==> src/verilog/energy_accum_pkg.sv <==
// Constants, field layouts and carrier types for the energy accumulation stage.
// Assumes a 25 MHz core clock and an Avalon-MM slave with byte addresses.
package energy_accum_pkg;

   // ----------------------------------------------------------------
   // Register indices (byte address is four times the index)
   // ----------------------------------------------------------------
   localparam logic [7:0] IDX_NOLOAD       = 8'h0E;
   localparam logic [7:0] IDX_ACCUMULATION_MODE      = 8'h0F;
   localparam logic [7:0] IDX_IRQ_STAT     = 8'h10;
   localparam logic [7:0] IDX_IRQ_MASK     = 8'h11;
   localparam logic [7:0] IDX_ACT_ENERGY   = 8'h12;
   localparam logic [7:0] IDX_REACT_ENERGY = 8'h13;
   localparam logic [7:0] IDX_REACT_RST    = 8'h14;
   localparam logic [7:0] IDX_REACT_LINE   = 8'h15;

   // ----------------------------------------------------------------
   // Reset values and field positions
   // ----------------------------------------------------------------
   localparam logic [7:0] RST_NOLOAD  = 8'h00;
   localparam logic [7:0] RST_ACCUMULATION_MODE = 8'h00;
   localparam logic [7:0] RST_STATUS  = 8'h00;
   localparam logic [7:0] ACC_WR_MASK = 8'h7F;   // Bit 7 is a read-only status bit
   localparam int ST_ACT_NL     = 0;
   localparam int ST_REACT_NL   = 1;
   localparam int ST_ACT_SIGN   = 3;
   localparam int ST_REACT_SIGN = 4;
   localparam int ST_FAULT      = 5;
   localparam int PWR_MSB       = 23;

   // ----------------------------------------------------------------
   // No-load thresholds against a full scale of 0x7FFFFF
   // ----------------------------------------------------------------
   localparam logic [1:0]  NL_OFF   = 2'h0;
   localparam logic [1:0]  NL_HIGH  = 2'h1;
   localparam logic [1:0]  NL_MID   = 2'h2;
   localparam logic [24:0] THR_HIGH = 25'h00004EA;  // 0.015% of full scale
   localparam logic [24:0] THR_MID  = 25'h0000275;  // 0.0075% of full scale
   localparam logic [24:0] THR_LOW  = 25'h0000136;  // 0.0037% of full scale

   typedef struct packed {
      logic tamperCurrentChannel;
      logic faultEventSelect;
      logic reactiveSignEventSelect;
      logic activeSignEventSelect;
      logic reactiveAbsoluteAccum;
      logic reactiveSignedByActiveAccum;
      logic activePositiveOnlyAccum;
      logic activeAbsoluteAccum;
   } acc_mode_t;

   typedef struct packed {
      logic [3:0] otherBits;
      logic [1:0] reactiveNoloadThreshold;
      logic [1:0] activeNoloadThreshold;
   } noload_cfg_t;

   typedef struct packed {
      logic signed [23:0] active;
      logic signed [23:0] reactive;
   } power_sample_t;

endpackage

==> src/verilog/energy_accum_mode.sv <==
// Energy accumulation stage: mode register, no-load thresholds, sign and
// fault event flags, energy accumulators and pulse-output feed.
// Assumes power samples, fault mode and tamper channel come from logic on
// core_clk, and that sampleValid marks one accumulation update.
//
// Functional notes
// - Reactive no-load field bits 3:2 sets threshold.
// - Active no-load field bits 1:0 sets threshold.
// - Bit 7 reports tamper current channel, B=1.
// - Bit 6 selects fault entry or exit event.
// - Bit 5 selects reactive sign change direction.
// - Bit 4 selects active sign change direction.
// - Bit 3 accumulates absolute reactive power.
// - Bit 2 inverts reactive when active negative.
// - Signed reactive mode feeds all reactive sinks.
// - Bit 1 accumulates positive active power only.
// - Bit 0 accumulates absolute active power.
// - Selected active sign change sets status bit 3.
// - No-load detection sets status bit 0 or 1.
//
// The Avalon-MM register port was decided locally.
`timescale 1ns/10ps
`default_nettype none
module energy_accum_mode (
   input  wire logic                          core_clk,      // Core clock, 25 MHz
   input  wire logic                          nrst,          // Async reset, active low
   input  wire logic [7:0]                    address,       // Avalon byte address
   input  wire logic                          read,          // Avalon read request
   input  wire logic                          write,         // Avalon write request
   input  wire logic [31:0]                   writedata,     // Avalon write data
   output var  logic [31:0]                   readdata,      // Avalon read data
   output logic                               waitrequest,   // Avalon stall
   input  wire logic                          sampleValid,   // One accumulation update
   input  wire energy_accum_pkg::power_sample_t powerIn,     // Active and reactive power
   input  wire logic                          faultMode,     // High while in fault mode
   input  wire logic                          tamperChB,     // Current channel B in use
   input  wire logic                          lineCycleEnd,  // End of line-cycle window
   input  wire logic                          cfReactiveSel, // Pulse output follows var
   output var  logic signed [24:0]            cfFeed,        // Pulse output contribution
   output logic                               irq            // Level interrupt
);

   // ----------------------------------------------------------------
   // Register state
   // ----------------------------------------------------------------
   energy_accum_pkg::acc_mode_t   accumulation_mode_q;
   energy_accum_pkg::noload_cfg_t noload_q;
   logic [7:0]         status_q;
   logic [7:0]         mask_q;
   logic [31:0]        actEnergy_q;
   logic [31:0]        reactEnergy_q;
   logic [31:0]        reactRst_q;
   logic [31:0]        reactLineAcc_q;
   logic [31:0]        reactLine_q;
   logic               ack_q;
   logic               actSign_q;
   logic               reactSign_q;
   logic               fault_q;
   logic               actNl_q;
   logic               reactNl_q;
   logic               primed_q;

   logic               busReq;
   logic               rdTake;
   logic               wrDone;
   logic [5:0]         wordIdx;
   logic               aligned;
   logic [7:0]         accModeRd;
   logic [7:0]         statusSet;
   logic signed [24:0] actExt;
   logic signed [24:0] reactExt;
   logic [24:0]        actMag;
   logic [24:0]        reactMag;
   logic               actNl;
   logic               reactNl;
   logic signed [24:0] actContrib;
   logic signed [24:0] reactContrib;
   logic               actSign;
   logic               reactSign;

   function automatic logic [24:0] nlThreshold(input logic [1:0] sel);
      if (sel == energy_accum_pkg::NL_HIGH) begin
         return energy_accum_pkg::THR_HIGH;
      end else if (sel == energy_accum_pkg::NL_MID) begin
         return energy_accum_pkg::THR_MID;
      end else begin
         return energy_accum_pkg::THR_LOW;
      end
   endfunction

   function automatic logic [31:0] signExt(input logic signed [24:0] v);
      return {{7{v[24]}}, v};
   endfunction

   // ----------------------------------------------------------------
   // Avalon-MM slave: one wait cycle, answer on the second edge
   // ----------------------------------------------------------------
   assign busReq      = read | write;
   assign waitrequest = busReq & ~ack_q;
   assign rdTake      = read & ~ack_q;
   assign wrDone      = write & ack_q;
   assign wordIdx     = address[7:2];
   assign aligned     = (address[1:0] == 2'h0);
   assign accModeRd   = {tamperChB, accumulation_mode_q[6:0]};

   always_ff @(posedge core_clk or negedge nrst) begin
      if (!nrst) begin
         ack_q <= 1'b0;
      end else begin
         ack_q <= busReq & ~ack_q;
      end
   end

   always_ff @(posedge core_clk or negedge nrst) begin
      if (!nrst) begin
         readdata <= 32'h0000_0000;
      end else if (rdTake) begin
         if (aligned && wordIdx == energy_accum_pkg::IDX_NOLOAD[5:0]) begin
            readdata <= {24'h000000, noload_q};
         end else if (aligned && wordIdx == energy_accum_pkg::IDX_ACCUMULATION_MODE[5:0]) begin
            readdata <= {24'h000000, accModeRd};
         end else if (aligned && wordIdx == energy_accum_pkg::IDX_IRQ_STAT[5:0]) begin
            readdata <= {24'h000000, status_q};
         end else if (aligned && wordIdx == energy_accum_pkg::IDX_IRQ_MASK[5:0]) begin
            readdata <= {24'h000000, mask_q};
         end else if (aligned && wordIdx == energy_accum_pkg::IDX_ACT_ENERGY[5:0]) begin
            readdata <= actEnergy_q;
         end else if (aligned && wordIdx == energy_accum_pkg::IDX_REACT_ENERGY[5:0]) begin
            readdata <= reactEnergy_q;
         end else if (aligned && wordIdx == energy_accum_pkg::IDX_REACT_RST[5:0]) begin
            readdata <= reactRst_q;
         end else if (aligned && wordIdx == energy_accum_pkg::IDX_REACT_LINE[5:0]) begin
            readdata <= reactLine_q;
         end else begin
            readdata <= 32'h0000_0000;
         end
      end
   end

   // ----------------------------------------------------------------
   // Configuration registers
   // ----------------------------------------------------------------
   always_ff @(posedge core_clk or negedge nrst) begin
      if (!nrst) begin
         accumulation_mode_q <= energy_accum_pkg::RST_ACCUMULATION_MODE;
         noload_q  <= energy_accum_pkg::RST_NOLOAD;
         mask_q    <= energy_accum_pkg::RST_STATUS;
      end else if (wrDone && aligned) begin
         if (wordIdx == energy_accum_pkg::IDX_ACCUMULATION_MODE[5:0]) begin
            accumulation_mode_q <= writedata[7:0] & energy_accum_pkg::ACC_WR_MASK;
         end else if (wordIdx == energy_accum_pkg::IDX_NOLOAD[5:0]) begin
            noload_q <= writedata[7:0];
         end else if (wordIdx == energy_accum_pkg::IDX_IRQ_MASK[5:0]) begin
            mask_q <= writedata[7:0];
         end
      end
   end

   // ----------------------------------------------------------------
   // Contribution shaping and no-load detection
   // ----------------------------------------------------------------
   // Widened to 25 bits so negating the most negative sample cannot wrap
   assign actExt    = 25'(powerIn.active);
   assign reactExt  = 25'(powerIn.reactive);
   assign actSign   = powerIn.active[energy_accum_pkg::PWR_MSB];
   assign reactSign = powerIn.reactive[energy_accum_pkg::PWR_MSB];
   assign actMag    = actSign ? 25'(-actExt) : actExt;
   assign reactMag  = reactSign ? 25'(-reactExt) : reactExt;

   assign actNl = (noload_q.activeNoloadThreshold != energy_accum_pkg::NL_OFF)
                && (actMag < nlThreshold(noload_q.activeNoloadThreshold));
   assign reactNl = (noload_q.reactiveNoloadThreshold != energy_accum_pkg::NL_OFF)
                  && (reactMag < nlThreshold(noload_q.reactiveNoloadThreshold));

   always_comb begin
      if (actNl) begin
         actContrib = 25'sh0;
      end else if (accumulation_mode_q.activeAbsoluteAccum) begin
         actContrib = actMag;
      end else if (accumulation_mode_q.activePositiveOnlyAccum) begin
         actContrib = actSign ? 25'sh0 : actExt;
      end else begin
         actContrib = actExt;
      end
   end

   // Absolute mode wins over the active-signed mode when both are set
   always_comb begin
      if (reactNl) begin
         reactContrib = 25'sh0;
      end else if (accumulation_mode_q.reactiveAbsoluteAccum) begin
         reactContrib = reactMag;
      end else if (accumulation_mode_q.reactiveSignedByActiveAccum && actSign) begin
         reactContrib = 25'(-reactExt);
      end else begin
         reactContrib = reactExt;
      end
   end

   // ----------------------------------------------------------------
   // Energy accumulators and pulse feed
   // ----------------------------------------------------------------
   always_ff @(posedge core_clk or negedge nrst) begin
      if (!nrst) begin
         actEnergy_q    <= 32'h0000_0000;
         reactEnergy_q  <= 32'h0000_0000;
         reactLineAcc_q <= 32'h0000_0000;
         reactLine_q    <= 32'h0000_0000;
         cfFeed         <= 25'sh0;
      end else begin
         if (sampleValid) begin
            actEnergy_q   <= actEnergy_q + signExt(actContrib);
            reactEnergy_q <= reactEnergy_q + signExt(reactContrib);
            cfFeed        <= cfReactiveSel ? reactContrib : actContrib;
         end
         if (lineCycleEnd) begin
            reactLine_q    <= reactLineAcc_q + (sampleValid ? signExt(reactContrib) : 32'h0);
            reactLineAcc_q <= 32'h0000_0000;
         end else if (sampleValid) begin
            reactLineAcc_q <= reactLineAcc_q + signExt(reactContrib);
         end
      end
   end

   // Cleared on the edge that loads readdata, so no sample falls between the two
   always_ff @(posedge core_clk or negedge nrst) begin
      if (!nrst) begin
         reactRst_q <= 32'h0000_0000;
      end else if (rdTake && aligned && wordIdx == energy_accum_pkg::IDX_REACT_RST[5:0]) begin
         reactRst_q <= sampleValid ? signExt(reactContrib) : 32'h0000_0000;
      end else if (sampleValid) begin
         reactRst_q <= reactRst_q + signExt(reactContrib);
      end
   end

   // ----------------------------------------------------------------
   // Transition detection against the previous update
   // ----------------------------------------------------------------
   always_ff @(posedge core_clk or negedge nrst) begin
      if (!nrst) begin
         actSign_q   <= 1'b0;
         reactSign_q <= 1'b0;
         fault_q     <= 1'b0;
         actNl_q     <= 1'b0;
         reactNl_q   <= 1'b0;
         primed_q    <= 1'b0;
      end else if (sampleValid) begin
         actSign_q   <= actSign;
         reactSign_q <= reactSign;
         fault_q     <= faultMode;
         actNl_q     <= actNl;
         reactNl_q   <= reactNl;
         primed_q    <= 1'b1;
      end
   end

   // Event chosen by select bit: 0 = to negative/fault, 1 = to positive/normal
   always_comb begin
      statusSet = 8'h00;
      if (sampleValid && primed_q) begin
         statusSet[energy_accum_pkg::ST_ACT_SIGN] = (actSign != actSign_q)
            && (actSign == ~accumulation_mode_q.activeSignEventSelect);
         statusSet[energy_accum_pkg::ST_REACT_SIGN] = (reactSign != reactSign_q)
            && (reactSign == ~accumulation_mode_q.reactiveSignEventSelect);
         statusSet[energy_accum_pkg::ST_FAULT] = (faultMode != fault_q)
            && (faultMode == ~accumulation_mode_q.faultEventSelect);
      end
      if (sampleValid) begin
         statusSet[energy_accum_pkg::ST_ACT_NL]   = actNl & ~actNl_q;
         statusSet[energy_accum_pkg::ST_REACT_NL] = reactNl & ~reactNl_q;
      end
   end

   // ----------------------------------------------------------------
   // Interrupt status: write one to clear, a new event wins
   // ----------------------------------------------------------------
   always_ff @(posedge core_clk or negedge nrst) begin
      if (!nrst) begin
         status_q <= energy_accum_pkg::RST_STATUS;
      end else if (wrDone && aligned && wordIdx == energy_accum_pkg::IDX_IRQ_STAT[5:0]) begin
         status_q <= (status_q & ~writedata[7:0]) | statusSet;
      end else begin
         status_q <= status_q | statusSet;
      end
   end

   assign irq = |(status_q & mask_q);
endmodule
`default_nettype wire

==> config.mk <==
export PLATFORM = sky130hd
export DESIGN_NAME = energy_accum_mode
export DESIGN_NICKNAME = d
export VERILOG_FILES = /design/src/verilog/energy_accum_pkg.sv /design/src/verilog/energy_accum_mode.sv
export SDC_FILE = /design/constraint.sdc
export NUM_CORES = 1
export LEC_CHECK = 0
export BUFFER_PORTS_ARGS = -buffer_cell sky130_fd_sc_hd__buf_2
export CAP_MARGIN = 40
export CORE_MARGIN = 3
export CORE_UTILIZATION = 46
export CTS_BUF_LIST = sky130_fd_sc_hd__clkbuf_8
export DETAILED_ROUTE_END_ITERATION = 16
export PLACE_DENSITY = 0.62
export SETUP_SLACK_MARGIN = 0.15
export SLEW_MARGIN = 20
export SYNTH_ARGS = -nofsm -noshare
export SYNTH_HDL_FRONTEND = slang
export SYNTH_SLANG_ARGS = --single-unit
==> constraint.sdc <==
create_clock -name core_clk -period 8.2 [get_ports core_clk]
set_input_delay 1.64 -clock core_clk [delete_from_list [all_inputs] [get_ports core_clk]]
set_output_delay 1.64 -clock core_clk [all_outputs]
set_load 0.05 [all_outputs]
Word level (Yosys, flattened, before mapping) --
Cells that the tools add are included. W data, S select, Z words.
Word-level totals: output and inout bits 59, input port bits 97, logic and storage cells 130, flip-flop bits (word level) 255
Operators by class: reductions and logical operators 28, eq/ne operators 18, bitwise logic cells 19, $lt $le $gt $ge 2, $add $sub $neg 7, muxes and demuxes 30
Operators by type and width (number):
- $mux W32 | 13
- $mux W25 | 9
- $add A32 B32 Y32 | 5
- $lt A25 B25 Y1 | 2
- $neg A24 Y25 | 2
- $eq A6 B5 Y1 const B | 6
- $mux W23 | 1
- $mux W11 | 2
- $mux W10 | 2
- $logic_and A1 B1 Y1 | 19
- $and A8 B8 Y8 | 2
- $or A8 B6 Y8 | 2
- $eq A6 B4 Y1 const B | 2
- $mux W8 | 1
- $not A1 Y1 | 8
- $not A8 Y8 | 1
- $reduce_bool A2 Y1 | 4
- $reduce_or A8 Y1 | 1
- $and A1 B1 Y1 | 5
- $eq A2 B1 Y1 const B | 2
- $eq A2 B2 Y1 const B | 2
- $reduce_and A4 Y1 | 1
- $eq A1 B1 Y1 | 3
- $mux W3 | 1
- other kinds (6) | 8

Depth between registers and ports, before layout --
depth in word-level cells 10, gate-level depth with buffers 34, depth with buffers taken out 32

Least setup slack after synthesis --
No wires, ideal clock.
path type input -> register, from input powerIn[23] (netlist bit), to register reactLine_q[30], path buffers 6, arrival time 8.098 ns, data required time 8.070 ns, setup time 0.130 ns, setup slack -0.029 ns, stages 31, path through clkbuf_1 -> clkbuf_1 -> clkbuf_1 -> o21ai_0 -> xnor2_1 -> ha_1 -> a21o_1 -> a21o_1 -> a211o_1 -> o2111ai_1 -> and4bb_1 -> and3_1 -> clkbuf_1 -> clkbuf_1 -> buf_1 -> nor3_1 -> ha_1 -> fa_1 -> a21o_1 -> a21oi_1 -> o21bai_1 -> a21oi_1 -> o21bai_1 -> a211o_1 -> a21oi_1 -> o21ai_0 -> a41oi_1 -> a31oi_1 -> o21ai_0 -> mux2i_1 -> nand4_1
On the way: longest elaborated chain between the ends 7, elaborated cells on any way between the ends 9, classes of those cells 2 x add/sub; 1 x order compare; 5 x mux; 1 x reduce/logical
Ends and longest elaborated chain:
- from (decl) | line energy_accum_mode.sv:34 | input wire energy_accum_pkg::power_sample_t powerIn,
- $neg A24 Y25 | line energy_accum_mode.sv:168, energy_accum_mode.sv:194
- $mux W25 | line energy_accum_mode.sv:168 | assign reactMag = reactSign ? 25'(-reactExt) : reactExt;
- $lt A25 B25 Y1 | line energy_accum_mode.sv:173 | && (reactMag < nlThreshold(noload_q.reactiveNoloadThreshold));
- $logic_and A1 B1 Y1 | line energy_accum_mode.sv:173
- $mux W25 (*) | line energy_accum_mode.sv:189 | if (reactNl) begin
- $mux W32 (*) | line energy_accum_mode.sv:217 | reactLine_q <= reactLineAcc_q + (sampleValid ? signExt(reactContrib) : 32'h0);
- $add A32 B32 Y32 (*) | line energy_accum_mode.sv:217
- to (signal assigned) | line energy_accum_mode.sv:217
- to (decl) | line energy_accum_mode.sv:54 | logic [31:0] reactLine_q;
Mark *: on every way between the ends. The rest lies on a longest branch, timed or not. A chain may end at the register's enable or synchronous reset.

Final worst setup path --
from input powerIn[0] (netlist bit), to register reactLine_q[31]
Same word-level chain as after synthesis.

==> results.yml <==
placement:
  count_of_input_and_output_buffers: 131
  dp_worst_setup_slack_ps: -187
  detailedPlacementHpwl_um: 50700
  place_congestion: 0.937
floorplanning:
  design.die.area_sq_um: 48700
  initial_core_util: 0.467
  core_region_area_sq_um: 45500
  die_y_um: 221
  floorplan.rows: 78
  floorplan.io_pins: 156
  die_w_um: 221
synthesis:
  synth_seq_cells: 255
  synth.cell_area_sq_um: 21200
  async_reset_ff_frac: 1.00
  synth_cells: 2501
  post_synth_fa_ha_maj_area_fraction: 0.113
  synth.net_count: 2782
  synth-simple-area-share: 0.176
  synthDominantAreaCellType: "dfrtp_1"
  synth_enable_flop_cells: 0
  ys_dominant_reg_cell: "dfrtp_1"
  post-synth-top-area-fraction: 0.301
  synth.yosys.seq_area_share: 0.301
  main_combinational_cell_family_by_area_after_synthesis: "compound AO/OA/AOI/OAI gates"
  yosys.cell_types.count: 86
  synth_xor_area_frac: 0.0685
  yosys-top-cells-area: "dfrtp_1 30%, ha_1 11%, mux2_2 4.7%"
  synth.avg_cell_area_sq_um: 8.49
  synth_compound_gate_area_share: 0.242
  synth.mux.area_fraction: 0.0628
  synthesis.yosys.warnings: 0
global_routing:
  overflow: 0
  grt_pass1_vias: 18800
  grt_pass1_wl_um: 105000
  grt_usage: 0.275
  grt_max_degree: 172
  initial_antenna_violation_count: 2
hold_path:
  hold_depth: 1
  hold_path_class: "reg -> reg"
  worst_hold_startpoint: "reactEnergy_q[31]"
  worst_hold_path.endpoint: "reactEnergy_q[31]"
power_and_ir_drop:
  cellInternalPower_uw: 3760
  total_leakage_power_uw: 0.0113
  total_power_uw: 6420
  power.clock.fraction: 0.204
  switching_power_uw: 2660
  sequentialPowerShare: 0.306
  sw_frac_of_total: 0.414
  power.ir.vdd_worst_mv: 0.172
  power_frac_comb: 0.490
  power.density_cell_area_nw_per_um2: 267
sta:
  setup_viol: 0
  number_of_hold_violations_in_the_final_report: 0
  post-route-period-util: 0.947
  tightest_slew_ps: 1030
  setup_ws_ps: 432
  grt_setup_unrepaired: "no"
  clock_skew_ps: 29.0
  timing.slew.headroom: 0.313
  worst_hold_slack_ps: 468
  layout_min_cycle_time_ps: 7770
  report.final.slew_viol_count: 0
  fmax_ghz: 0.129
layout:
  area_growth_syn_to_layout_pct: 13.2
  finalCoreUtilization: 0.528
  fillers: 4310
  layout-drive-gt1-share: 0.162
  final_net_count: 2930
  final_cell_mix: "255 x dfrtp_1, 224 x nand2_1, 223 x nor2_1, 200 x a21oi_1, 179 x ha_1"
  layout_commonest_cell: "dfrtp_1"
  diodes: 0
drt:
  route.detailed.vias_per_inst: 6.08
  antenna_violating_nets_post_route: 0
  drt_wl_total_um: 68300
  detailroute.via_count: 20000
  avgRoutedWirePerCell_um: 20.8
  starting_drt_drc_count: 1881
  detail_route.first_pass.iterations: 7
  drcViolationCount: 0
cts:
  tritoncts.num_buffers: 48
  cts_tree: "built"
  cts.htree.levels: 2
  cts_setup_buffers: 0
  clkTransAtPathRegs_ps: 60
  cts.root.buffer_cell: "clkbuf_8"
  clock_latency_ps: 640
  cts_buffer_depth: 3
  hold_bufs_inserted_after_cts: 0
  clk_sink_count: 255
critical_path:
  cp-startpoint: "powerIn[0]"
  timing.critical_path.depth: 31
  element_type_at_the_critical_path_end: "register"
  critical_path_required_ps: 8710
  path_buf_inv: 5
  critical_path.top_delay_family: "compound AO/OA/AOI/OAI gates"
  r2r.worst_path.cells: 27
  timing.setup.critical_path_class: "in -> reg"
  critical_path.reg2reg.startpoint: "noload_q[3]"
  r2r_end: "reactLine_q[31]"
  cpPeakStageDelay_ps: 530
  critPathArrivalTime_ps: 8280
  crit_path_start_kind: "input port"
  cp_max_fo: 8
  setup.reg_to_reg.worst_slack_ps: 1620
  crit_slowest_cell: "or3b_2"
outcome:
  status: "completed"
run:
  cap_violations: 0
-- power groups by stage --
stage          Clock (uW)  Combinational [uW]  Sequential, uW
3_3_place_gp            0                3000            1960
5_1_grt              1400                3520            2000
4_1_cts              1340                3110            1960
3_5_place_dp            0                3090            1980
2_1_floorplan           0                2390            1880
6_report             1310                3150            1970
-- metrics by stage --
stage	setup TNS, ps	cells	cell area (sq um)
finish	0	3287	24000
global route	0	3287	24000
CTS	0	3284	23900
detailed placement	-364	3196	22900
global placement	-268	3189	22900
floorplan	0	2501	21200
-- cell families after synthesis --
logic type,count (synthesis)
multiplexers,122
adder cells (fa/ha/maj),190
XOR/XNOR,166
buffers and inverters,209
AND/OR/NAND/NOR,781
AO/OA/AOI/OAI,778
flip-flops,255
-- synthesized netlist by cell type, drive strengths merged, types with 6 or more instances --
library cell / instances
dfrtp: 255
nor2: 225
nand2: 224
a21oi: 201
ha: 179
o21ai: 178
xnor2: 110
clkbuf: 106
nor3: 90
mux2: 89
a21o: 76
inv: 75
xor2: 56
nand3: 42
nand2b: 41
a22oi: 33
mux2i: 33
nor2b: 33
a31oi: 29
and3: 29
a22o: 28
buf: 28
a222oi: 24
o21a: 24
o31ai: 22
o211ai: 19
a211oi: 16
nor4: 16
a21boi: 14
or3: 14
a211o: 13
nand4: 13
o21bai: 12
a221oi: 10
nor3b: 10
and2: 8
o22ai: 8
a221o: 7
o311ai: 7
or2: 7
or4: 7
a32o: 6
and4: 6
maj3: 6
-- worst max-delay path by stage --
stage / endpoint
floorplan: reactLine_q[30]
global placement: reactRst_q[28]
detailed placement: reactRst_q[28]
CTS: reactRst_q[28]
global route: reactRst_q[28]
finish: reactLine_q[31]
-- cell type report --
class | instances | area [sq um] | area share
Inverter | 75 | 282 | 0.0117
Clock buffer | 58 | 798 | 0.0332
Timing Repair Buffer | 232 | 1520 | 0.0633
Tap cell | 600 | 751 | 0.0312
Multi-Input combinational cell | 2037 | 14100 | 0.587
Clock inverter | 30 | 188 | 0.00781
Sequential cell | 255 | 6380 | 0.266
-- layer usage --
layer  track usage  vias up  wire length, um
li1              -     9500                -
met1         0.397     9728            31700
met3        0.0427      102             4400
met4        0.0783        2             1720
met5             0        -               13
met2         0.426      662            30500
-- worst register-to-register path, cell delays in order (launching register included) --
cell,delay [ps]
dfrtp_1,550
inv_1,120
ha_1,250
inv_1,150
ha_1,260
a21o_1,180
a21o_1,190
a211o_1,240
o2111ai_1,130
and4bb_1,260
and3_2,310
buf_4,180
buf_4,170
nor3_1,90
ha_1,380
a21o_1,160
a21oi_1,110
o21ai_0,460
a21oi_1,220
nor4_1,490
nor4_1,120
buf_4,180
o311ai_0,350
a21oi_1,190
o21ai_0,390
nand4_1,160
o41ai_1,130
nor2_1,70
-- sequential cells by signal, indices dropped and copies added (netlist names), 7 cells and up --
register	cells
accModeRd	7
actEnergy_q	32
cfFeed	25
mask_q	8
noload_q	8
reactEnergy_q	32
reactLineAcc_q	32
reactLine_q	32
reactRst_q	32
readdata	32
status_q	8
-- what timing repair did --
| item | CTS | global route |
|---|---|---|
| resized for setup | 0 | 4 |
| endpoints found under the setup margin | 0 | 8 |
| hold endpoints to repair | 0 | 0 |
Note: power is estimated with default switching activity, not from simulation.
